File: config.mk
export PLATFORM = sky130hd
export DESIGN_NAME = mbsl_top
export DESIGN_NICKNAME = d
export VERILOG_FILES = /design/src/rtl/mbsl_pkg.sv /design/src/rtl/mbsl_top.sv
export SDC_FILE = /design/constraint.sdc
export NUM_CORES = 1
export LEC_CHECK = 0
export BUFFER_PORTS_ARGS = -buffer_cell sky130_fd_sc_hd__clkbuf_2
export CORE_AREA = 5 5 165 167
export CTS_BUF_LIST = sky130_fd_sc_hd__clkbuf_8
export DETAILED_ROUTE_END_ITERATION = 7
export DIE_AREA = 0 0 170 172
export PLACE_DENSITY = 0.71
export SYNTH_ARGS = -nofsm -noshare
export SYNTH_HDL_FRONTEND = slang
export SYNTH_SLANG_ARGS = --single-unit
File: constraint.sdc
create_clock -name clock -period 6.18 [get_ports clock]
set_input_delay 0.309 -clock clock [delete_from_list [all_inputs] [get_ports clock]]
set_output_delay 0.309 -clock clock [all_outputs]
set_load 0.05 [all_outputs]
File: src/rtl/mbsl_pkg.sv
package mbsl_pkg;
    localparam int CLK_PERIOD_NS  = 8;
    localparam int HRST_QUAL_MS   = 400;
    localparam int HRST_QUAL_CYC  = (HRST_QUAL_MS * 1000000 + CLK_PERIOD_NS - 1) / CLK_PERIOD_NS;
    localparam int MEM_STROBE_NS  = 64;
    localparam int MEM_STROBE_CYC = (MEM_STROBE_NS + CLK_PERIOD_NS - 1) / CLK_PERIOD_NS;
    localparam int NVM_SK_HALF_NS = 1000;
    localparam int NVM_SK_HALF_CYC = (NVM_SK_HALF_NS + CLK_PERIOD_NS - 1) / CLK_PERIOD_NS;

    localparam logic [2:0] NVM_READ_CMD  = 3'h6;
    localparam logic [4:0] NVM_CMD_BITS  = 5'h09;
    localparam logic [4:0] NVM_DATA_LO   = 5'h0A;
    localparam logic [4:0] NVM_GAP_SLOT  = 5'h1A;
    localparam logic [2:0] NVM_LAST_WORD = 3'h5;
    localparam logic [2:0] NVM_PROM_WORD = 3'h2;
    localparam logic [7:0] NVM_PIN_OE    = 8'h06;
    localparam int         NVM_DO_BIT    = 0;
    localparam int         NVM_DI_BIT    = 1;
    localparam int         NVM_SK_BIT    = 2;

    localparam int         ADDR_A13_IDX  = 12;
    localparam int         ADDR_A15_IDX  = 14;
    localparam int         PROM_BYTES    = 8;

    typedef enum logic [2:0] {
        ST_HRST = 3'b000,
        ST_NVM  = 3'b001,
        ST_IDLE = 3'b010,
        ST_RD   = 3'b011,
        ST_WR   = 3'b100
    } mbsl_state_t;
endpackage : mbsl_pkg

File: src/rtl/mbsl_top.sv
// How it works
// - low data byte is bus outside reset and serial load
// - qualified reset fall captures A, B, C straps
// - undriven A/B strap pins read zero
// - qualified reset release starts serial memory read
// - bit0 serial out, bit1 in, bit2 clock
// - loaded words fill config and station storage
// - high data byte is upper bus half
// - low address pins drive A1-A8 outside reset
// - high address pins drive A9-A15
// - byte RAM: A0 on A13 or A15
// - read strobe low, capture returned data
// - write strobe low while driving data
// - boot PROM select low on PROM access
// - separate low/high byte RAM selects
// - serial memory select high during load, low in the gap slot after each word
// - load strap low skips serial load
module mbsl_top #(
    parameter logic [25:0] QUAL_CYC = 26'(mbsl_pkg::HRST_QUAL_CYC)
) (
    input  wire logic        clock,
    input  wire logic        rst,
    input  wire logic        host_reset,
    input  wire logic        load_from_nvm_strap,
    input  wire logic        wide_slot_strap,
    input  wire logic [7:0]  mem_data_low_byte_in,
    output logic      [7:0]  mem_data_low_byte_out,
    output logic      [7:0]  mem_data_low_byte_oe,
    input  wire logic [7:0]  mem_data_high_byte_in,
    output logic      [7:0]  mem_data_high_byte_out,
    output logic      [7:0]  mem_data_high_byte_oe,
    input  wire logic [7:0]  mem_addr_low_in,
    output logic      [7:0]  mem_addr_low_out,
    output logic      [7:0]  mem_addr_low_oe,
    output logic      [6:0]  mem_addr_high,
    output logic             mem_read_strobe_n,
    output logic             mem_write_strobe_n,
    output logic             bootrom_select_n,
    output logic             ram_low_select_n,
    output logic             ram_high_select_n,
    output logic             nvm_select,
    input  wire logic        byte_wide,
    input  wire logic        compat_mode,
    input  wire logic        acc_req,
    input  wire logic        acc_write,
    input  wire logic        acc_prom,
    input  wire logic [15:0] acc_addr,
    input  wire logic [15:0] acc_wdata,
    output logic             acc_ready,
    output logic             acc_done,
    output logic      [15:0] acc_rdata,
    output logic      [7:0]  cfg_a,
    output logic      [7:0]  cfg_b,
    output logic      [7:0]  cfg_c,
    output logic             wide_slot,
    output logic             nvm_busy,
    input  wire logic [2:0]  prom_idx,
    output logic      [7:0]  prom_byte
);
    mbsl_pkg::mbsl_state_t st_r, st_nxt;
    logic        hrst_q_r, hrst_q_nxt;
    logic [25:0] qcnt_r, qcnt_nxt;
    logic [7:0]  cfg_a_r, cfg_a_nxt, cfg_b_r, cfg_b_nxt, cfg_c_r, cfg_c_nxt;
    logic        wide_r, wide_nxt;
    logic [7:0]  prom_r [mbsl_pkg::PROM_BYTES];
    logic [7:0]  prom_nxt [mbsl_pkg::PROM_BYTES];
    logic [14:0] ap_r, ap_nxt;
    logic [15:0] wd_r, wd_nxt, rd_r, rd_nxt;
    logic [3:0]  scnt_r, scnt_nxt;
    logic        rdn_r, rdn_nxt, wrn_r, wrn_nxt, done_r, done_nxt;
    logic        bpn_r, bpn_nxt, rlo_r, rlo_nxt, rhi_r, rhi_nxt, bw_r, bw_nxt;
    logic [6:0]  half_r, half_nxt;
    logic        sk_r, sk_nxt, di_r, di_nxt;
    logic [4:0]  slot_r, slot_nxt;
    logic [2:0]  word_r, word_nxt;
    logic [15:0] sh_r, sh_nxt;
    logic        hrst_fall, qual_ok;

    function automatic logic cmd_bit(input logic [4:0] slot, input logic [2:0] word);
        logic [8:0] cmd;
        cmd = {mbsl_pkg::NVM_READ_CMD, 3'h0, word};
        if (slot < mbsl_pkg::NVM_CMD_BITS) begin
            cmd_bit = cmd[4'(mbsl_pkg::NVM_CMD_BITS - 5'h01 - slot)];
        end else begin
            cmd_bit = 1'b0;
        end
    endfunction : cmd_bit

    assign hrst_fall = hrst_q_r & ~host_reset;
    assign qual_ok   = qcnt_r >= QUAL_CYC;

    always_comb begin
        st_nxt     = st_r;
        hrst_q_nxt = host_reset;
        qcnt_nxt   = host_reset ? ((qcnt_r >= QUAL_CYC) ? qcnt_r : qcnt_r + 26'h0000001) : 26'h0000000;
        cfg_a_nxt  = cfg_a_r;
        cfg_b_nxt  = cfg_b_r;
        cfg_c_nxt  = cfg_c_r;
        wide_nxt   = wide_r;
        prom_nxt   = prom_r;
        ap_nxt     = ap_r;
        wd_nxt     = wd_r;
        rd_nxt     = rd_r;
        scnt_nxt   = scnt_r;
        rdn_nxt    = rdn_r;
        wrn_nxt    = wrn_r;
        done_nxt   = 1'b0;
        bpn_nxt    = bpn_r;
        rlo_nxt    = rlo_r;
        rhi_nxt    = rhi_r;
        bw_nxt     = bw_r;
        half_nxt   = half_r;
        sk_nxt     = sk_r;
        di_nxt     = di_r;
        slot_nxt   = slot_r;
        word_nxt   = word_r;
        sh_nxt     = sh_r;
        if (host_reset) begin
            st_nxt  = mbsl_pkg::ST_HRST;
            rdn_nxt = 1'b1;
            wrn_nxt = 1'b1;
            bpn_nxt = 1'b1;
            rlo_nxt = 1'b1;
            rhi_nxt = 1'b1;
            sk_nxt  = 1'b0;
            di_nxt  = 1'b0;
        end else begin
            case (st_r)
                mbsl_pkg::ST_HRST: begin
                    st_nxt = mbsl_pkg::ST_IDLE;
                    if (hrst_fall && qual_ok) begin
                        // undriven A/B pins are pulled low so capture reads zero
                        cfg_a_nxt = mem_data_low_byte_in;
                        cfg_b_nxt = mem_data_high_byte_in;
                        cfg_c_nxt = mem_addr_low_in;
                        wide_nxt  = wide_slot_strap;
                        if (load_from_nvm_strap) begin
                            st_nxt = mbsl_pkg::ST_NVM;
                        end
                        half_nxt = 7'h00;
                        slot_nxt = 5'h00;
                        word_nxt = 3'h0;
                        sk_nxt   = 1'b0;
                        di_nxt   = cmd_bit(5'h00, 3'h0);
                    end
                end
                mbsl_pkg::ST_NVM: begin
                    if (half_r == 7'(mbsl_pkg::NVM_SK_HALF_CYC - 1)) begin
                        half_nxt = 7'h00;
                        sk_nxt   = ~sk_r;
                        if (sk_r) begin
                            if (slot_r >= mbsl_pkg::NVM_DATA_LO && slot_r < mbsl_pkg::NVM_GAP_SLOT) begin
                                sh_nxt = {sh_r[14:0], mem_data_low_byte_in[mbsl_pkg::NVM_DO_BIT]};
                            end
                            slot_nxt = slot_r + 5'h01;
                            di_nxt   = cmd_bit(slot_r + 5'h01, word_r);
                            if (slot_r == mbsl_pkg::NVM_GAP_SLOT) begin
                                slot_nxt = 5'h00;
                                word_nxt = word_r + 3'h1;
                                di_nxt   = cmd_bit(5'h00, word_r + 3'h1);
                                if (word_r == 3'h0) begin
                                    cfg_a_nxt = sh_r[7:0];
                                    cfg_b_nxt = sh_r[15:8];
                                end else if (word_r == 3'h1) begin
                                    cfg_c_nxt = sh_r[7:0];
                                end else begin
                                    prom_nxt[{word_r[1:0], 1'b0}] = sh_r[7:0];
                                    prom_nxt[{word_r[1:0], 1'b1}] = sh_r[15:8];
                                end
                                if (word_r == mbsl_pkg::NVM_LAST_WORD) begin
                                    st_nxt = mbsl_pkg::ST_IDLE;
                                    di_nxt = 1'b0;
                                end
                            end
                        end
                    end else begin
                        half_nxt = half_r + 7'h01;
                    end
                end
                mbsl_pkg::ST_IDLE: begin
                    if (acc_req) begin
                        ap_nxt = acc_addr[15:1];
                        bw_nxt = byte_wide;
                        if (byte_wide) begin
                            if (compat_mode) begin
                                ap_nxt[mbsl_pkg::ADDR_A13_IDX] = acc_addr[0];
                            end else begin
                                ap_nxt[mbsl_pkg::ADDR_A15_IDX] = acc_addr[0];
                            end
                        end
                        wd_nxt   = acc_wdata;
                        scnt_nxt = 4'h0;
                        bpn_nxt  = ~acc_prom;
                        rlo_nxt  = acc_prom;
                        rhi_nxt  = acc_prom | byte_wide;
                        if (acc_write) begin
                            st_nxt  = mbsl_pkg::ST_WR;
                            wrn_nxt = 1'b0;
                        end else begin
                            st_nxt  = mbsl_pkg::ST_RD;
                            rdn_nxt = 1'b0;
                        end
                    end
                end
                mbsl_pkg::ST_RD, mbsl_pkg::ST_WR: begin
                    scnt_nxt = scnt_r + 4'h1;
                    if (scnt_r == 4'(mbsl_pkg::MEM_STROBE_CYC - 1)) begin
                        if (st_r == mbsl_pkg::ST_RD) begin
                            rd_nxt = {mem_data_high_byte_in, mem_data_low_byte_in};
                        end
                        rdn_nxt  = 1'b1;
                        wrn_nxt  = 1'b1;
                        bpn_nxt  = 1'b1;
                        rlo_nxt  = 1'b1;
                        rhi_nxt  = 1'b1;
                        done_nxt = 1'b1;
                        st_nxt   = mbsl_pkg::ST_IDLE;
                    end
                end
                default: st_nxt = mbsl_pkg::ST_HRST;
            endcase
        end
    end

    always_ff @(posedge clock or posedge rst) begin
        if (rst) begin
            st_r     <= mbsl_pkg::ST_HRST;
            hrst_q_r <= 1'b0;
            qcnt_r   <= 26'h0000000;
            cfg_a_r  <= 8'h00;
            cfg_b_r  <= 8'h00;
            cfg_c_r  <= 8'h00;
            wide_r   <= 1'b0;
            for (int i = 0; i < mbsl_pkg::PROM_BYTES; i++) begin
                prom_r[i] <= 8'h00;
            end
            ap_r     <= 15'h0000;
            wd_r     <= 16'h0000;
            rd_r     <= 16'h0000;
            scnt_r   <= 4'h0;
            rdn_r    <= 1'b1;
            wrn_r    <= 1'b1;
            done_r   <= 1'b0;
            bpn_r    <= 1'b1;
            rlo_r    <= 1'b1;
            rhi_r    <= 1'b1;
            bw_r     <= 1'b0;
            half_r   <= 7'h00;
            sk_r     <= 1'b0;
            di_r     <= 1'b0;
            slot_r   <= 5'h00;
            word_r   <= 3'h0;
            sh_r     <= 16'h0000;
        end else begin
            st_r     <= st_nxt;
            hrst_q_r <= hrst_q_nxt;
            qcnt_r   <= qcnt_nxt;
            cfg_a_r  <= cfg_a_nxt;
            cfg_b_r  <= cfg_b_nxt;
            cfg_c_r  <= cfg_c_nxt;
            wide_r   <= wide_nxt;
            prom_r   <= prom_nxt;
            ap_r     <= ap_nxt;
            wd_r     <= wd_nxt;
            rd_r     <= rd_nxt;
            scnt_r   <= scnt_nxt;
            rdn_r    <= rdn_nxt;
            wrn_r    <= wrn_nxt;
            done_r   <= done_nxt;
            bpn_r    <= bpn_nxt;
            rlo_r    <= rlo_nxt;
            rhi_r    <= rhi_nxt;
            bw_r     <= bw_nxt;
            half_r   <= half_nxt;
            sk_r     <= sk_nxt;
            di_r     <= di_nxt;
            slot_r   <= slot_nxt;
            word_r   <= word_nxt;
            sh_r     <= sh_nxt;
        end
    end

    logic nvm_on;
    assign nvm_on = st_r == mbsl_pkg::ST_NVM;
    always_comb begin
        mem_data_low_byte_out = wd_r[7:0];
        mem_data_low_byte_oe  = (st_r == mbsl_pkg::ST_WR) ? 8'hFF : 8'h00;
        if (nvm_on) begin
            mem_data_low_byte_out                         = 8'h00;
            mem_data_low_byte_out[mbsl_pkg::NVM_DI_BIT]   = di_r;
            mem_data_low_byte_out[mbsl_pkg::NVM_SK_BIT]   = sk_r;
            mem_data_low_byte_oe                          = mbsl_pkg::NVM_PIN_OE;
        end
    end
    assign mem_data_high_byte_out = wd_r[15:8];
    assign mem_data_high_byte_oe  = (st_r == mbsl_pkg::ST_WR && !bw_r) ? 8'hFF : 8'h00;
    assign mem_addr_low_out       = ap_r[7:0];
    assign mem_addr_low_oe        = (st_r == mbsl_pkg::ST_HRST) ? 8'h00 : 8'hFF;
    assign mem_addr_high          = ap_r[14:8];
    assign mem_read_strobe_n      = rdn_r;
    assign mem_write_strobe_n     = wrn_r;
    assign bootrom_select_n       = bpn_r;
    assign ram_low_select_n       = rlo_r;
    assign ram_high_select_n      = rhi_r;
    assign nvm_select             = nvm_on && slot_r != mbsl_pkg::NVM_GAP_SLOT;
    assign acc_ready              = st_r == mbsl_pkg::ST_IDLE && !host_reset;
    assign acc_done               = done_r;
    assign acc_rdata              = rd_r;
    assign cfg_a                  = cfg_a_r;
    assign cfg_b                  = cfg_b_r;
    assign cfg_c                  = cfg_c_r;
    assign wide_slot              = wide_r;
    assign nvm_busy               = nvm_on;
    assign prom_byte              = prom_r[prom_idx];

    property p_strobe_excl;
        @(posedge clock) disable iff (rst) !(!mem_read_strobe_n && !mem_write_strobe_n);
    endproperty
    a_strobe_excl: assert property (p_strobe_excl) else $error("read and write strobes together");
    property p_capture;
        @(posedge clock) disable iff (rst) (hrst_fall && qual_ok) |=> cfg_a == $past(mem_data_low_byte_in)
            && cfg_c == $past(mem_addr_low_in);
    endproperty
    a_capture: assert property (p_capture) else $error("straps not captured on reset fall");
    property p_nvm_start;
        @(posedge clock) disable iff (rst) (hrst_fall && qual_ok && load_from_nvm_strap) |=> nvm_busy ##1 nvm_select;
    endproperty
    a_nvm_start: assert property (p_nvm_start) else $error("serial load not started");
    property p_skip;
        @(posedge clock) disable iff (rst) (hrst_fall && !load_from_nvm_strap) |=> !nvm_busy && acc_ready;
    endproperty
    a_skip: assert property (p_skip) else $error("serial load not skipped");
    property p_nvm_pins;
        @(posedge clock) disable iff (rst) nvm_busy |-> mem_data_low_byte_oe == 8'h06
            && mem_data_low_byte_out[2] == sk_r && mem_data_high_byte_oe == 8'h00;
    endproperty
    a_nvm_pins: assert property (p_nvm_pins) else $error("serial pins wrong");
    property p_read_len;
        @(posedge clock) disable iff (rst) $fell(mem_read_strobe_n) |-> !mem_read_strobe_n [*8] ##1 mem_read_strobe_n
            ##0 acc_done;
    endproperty
    a_read_len: assert property (p_read_len) else $error("read strobe length wrong");
    property p_write_drive;
        @(posedge clock) disable iff (rst) !mem_write_strobe_n |-> mem_data_low_byte_oe == 8'hFF
            && mem_data_low_byte_out == wd_r[7:0];
    endproperty
    a_write_drive: assert property (p_write_drive) else $error("write data not driven");
    property p_a0_pos;
        @(posedge clock) disable iff (rst) (acc_req && acc_ready && byte_wide && compat_mode) |=>
            mem_addr_high[4] == $past(acc_addr[0]);
    endproperty
    a_a0_pos: assert property (p_a0_pos) else $error("byte address bit misplaced");
    property p_prom_sel;
        @(posedge clock) disable iff (rst) (acc_req && acc_ready && acc_prom) |=>
            !bootrom_select_n && ram_low_select_n;
    endproperty
    a_prom_sel: assert property (p_prom_sel) else $error("boot PROM select missing");
    property p_addr_float;
        @(posedge clock) disable iff (rst) $rose(host_reset) |=> mem_addr_low_oe == 8'h00 && mem_read_strobe_n;
    endproperty
    a_addr_float: assert property (p_addr_float) else $error("address pins driven in reset");
endmodule : mbsl_top

==> results.md <==
* Outcome: finished, final reports clean
* Cell Rows at a little under 60
* Post-Synth Simple-Gate Area at 15.57%
* Grt met1 use at 21.92%
* Max-cap viol count at 0
* Cells after synthesis at 918
* Setup crit end kind: primary output
* Core ar. at about 26000 µm²
* Clk_skew at 32.99 ps
* Synth top area cells: dfrtp_1 51%, mux2_2 13%, nand2_1 6.9%
* Compound-Gate Fraction of Synth Area at between 5 and 6%
* Data required time at the worst endpoint at 5870 ps
* Crit start category: flip-flop
* Routability cong. at between 0.8 and 0.9
* Remaining antenna violation count at 0
* M2 GR Usage at 26.36%
* Period Utilization, post-route at 58.27%
* Wire per inst at between 15 and 20 µm
* Yosys reg bits at 210
* Die Area at 29240 µm²
* Final setup TNS at 0 ps
* Clock Root Buffer: clkbuf_8
* Avg Inst Size Synth at 10.96 µm²
* CTS sink count at 210
* Max Root-Sink Buffers at 3
* Tot GR Track Use at 16.60%
* Post-synth cell types at 61
* Sequential Area at 5261 µm²
* Post-route insts no fill at 1458
* Most frequent cells after synthesis: 205 x dfrtp_1, 185 x nand2_1, 113 x mux2_2
* Post-synth top area share at 50.98%
* Hold crit path type: in2reg
* DRT iter0 DRCs at 430
* RSZ-0062 raised after global routing: false
* Via count of the routed design at between 7000 and 8000
* Slew headroom at 28.10%
* Total power at 0.004922 W
* Fin. Hold Viols at 0
* Fin nets at 1181
* Mux cell area share after synthesis at approximately 17%
* CP Data Arrival Time at approximately 3300 ps
* Number of global-route vias before repair at 7572
* Multi-input gate area in the final layout at 4317 µm²
* Clock Latency Late Sink at around 530 ps
* H-tree levels at 2
* Port Buffers at 181
* Largest family of logic cells by synthesized area: multiplexers
* Fmax at between 200 and 300 MHz
* Post-synth EDFFs at 0
* PnR worst setup slack at 2579 ps
* Layout cells sized above 1 at 34.55%
* Async SR Flop Fraction at between 90% and 100%
* Die Y at 172 µm
* # Post-CTS Setup Buffers at 0
* Top_reg_cell synth: dfrtp_1
* Tmin final at 3601 ps
* I/O pin count at 182
* Inserted Diodes at 0
* Cell total after placement at ~1400
* Most frequent cell after synthesis: dfrtp_1
* GR Layer Usage met3 at under 10%
* Cell area after synthesis at 10060 µm²
* Grt total ovfl at 0
* CP max FO at 38
* Die width at ~170 µm
* Register area share after synthesis at 52.28%
* Busiest layer in global routing: met2
* Pwr dens at 406.6 nW/µm²
* Setup WS pre-CTS at 2766 ps
* Max Slew Vio Count at 0
* # fillers at 2304
* First-pass GRT wire length at approximately 40000 µm
* Hold slack at 29.57 ps
* Peak VDD IR at 0.3290 mV
* Final setup fails at 0
* Adder-cell share of the synthesized area at 1.741%
* Critical path class: reg2out
* P_leak at 6.025 nW
* Reg clk slew, reported paths at 60 ps
* TritonCTS Buffers at 36
* Initial antenna violation count at 0
* DR pass1 iterations at 4
* Total number of yosys warnings at 0
* Area leader, netlist: dfrtp_1
* Area grow syn2layout at 20.29%
* Tightest Pin Transition at 1079 ps
* Routed wire length at 24270 µm
* Initial Util at 39.29%
* Largest net degree at the start of global routing at 126
* CTS tree: yes
* Remaining DRCs at 0
* Post-Synth XOR/XNOR Area at 2.437%
* Post-DR vias/cell at 5.056
* Total nets after synthesis at 1001
* HPWL Detailed at 16390 µm
==> metrics by stage <==
step	instance area [µm²]	util, %
CTS	12110	47.26
global placement	11040	43.11
global route	12110	47.26
detailed placement	11040	43.11
finish	12110	47.26
floorplan	10060	-
==> cell usage in the layout, fill, tap and decap left out, types with 4 or more instances in the layout <==
cell type	count
dfrtp_1	205
nand2_1	185
clkbuf_2	181
mux2_2	113
nor2_1	51
clkbuf_8	42
dlygate4sd3_1	30
inv_1	28
o21ai_0	23
and2_1	21
nand3_1	21
a31oi_1	20
mux4_2	16
xnor2_1	15
ha_1	14
xor2_1	13
a21oi_1	10
nand4_1	10
nor3_1	10
mux2i_1	9
and3_1	8
nor4_1	7
and4_1	6
clkinv_2	6
buf_4	6
dfstp_2	5
o22ai_1	4
nand2b_1	4
o31ai_1	4
==> cells by family (layout without fill, tap and decap cells) <==
| logic type | count (synthesis) | count (layout) |
|---|---|---|
| AO/OA/AOI/OAI | 87 | 87 |
| XOR/XNOR | 28 | 28 |
| adder cells (fa/ha/maj) | 14 | 14 |
| buffers and inverters | 98 | 303 |
| flip-flops | 210 | 210 |
| multiplexers | 138 | 138 |
| AND/OR/NAND/NOR | 343 | 343 |
==> state kept, by name, summed over array words and instances (netlist names), 3 cells and up <==
register,flops
ap_r,15
prom_r,64
scnt_r,4
word_r,3
cfg_b,8
sh_r,16
acc_rdata,16
cfg_c,8
st_r,3
qcnt_r,26
slot_r,5
cfg_a,8
wd_r,16
half_r,7
==> critical path, cell delays in order, from the launching register on <==
cell	delay, ps
dfrtp_1	490
nand2b_1	150
or2_2	610
inv_2	400
o21ai_0	330
clkinv_1	410
clkbuf_2	370
==> repair_timing <==
| action | 4_1_cts | 5_1_grt |
|---|---|---|
| hold buffers | 30 | 0 |
| resized for setup | 0 | 0 |
| hold endpoints to repair | 34 | 0 |
==> path summary, 6_finish.rpt <==
kind                       depth (start not counted)  slack, ps                         to                      from
setup / recovery                                   6       2580                 nvm_select       st_r[1]$_DFFE_PP0P_
hold / removal                                     3         30       cfg_b[1]$_DFFE_PP0P_  mem_data_high_byte_in[1]
setup reg to reg                                   9       2760       cfg_b[4]$_DFFE_PP0P_       st_r[1]$_DFFE_PP0P_
hold reg to reg                                    2        470        wd_r[7]$_DFFE_PP0P_       wd_r[7]$_DFFE_PP0P_
max in group asynchronous                          4       4050   acc_rdata[7]$_DFFE_PP0P_                       rst
min in group asynchronous                          3        490  acc_rdata[14]$_DFFE_PP0P_                       rst
==> layer usage <==
metal	vias up	share of wire, %
met4	0	2.8
met2	208	47
met3	46	6.8
met5	-	0
met1	3616	44
li1	3502	-
==> final cells by class <==
type / count / share of cell area (%)
well taps: 335 / 3.463
multi-input cells: 610 / 35.66
flip-flops and latches: 210 / 43.46
repair buffers: 217 / 10.34
inverters: 23 / 0.7752
clock inverters: 21 / 1.530
clock buffers: 42 / 4.775
==> report_power, final <==
| part | switching, W | leakage, nW | internal, W |
|---|---|---|---|
| Combinational | 0.00140 | 2.83 | 0.000428 |
| Clock | 0.000564 | 0.423 | 0.000750 |
| Sequential | 0.000178 | 2.77 | 0.00160 |
Power figures use the tool's default switching activity.
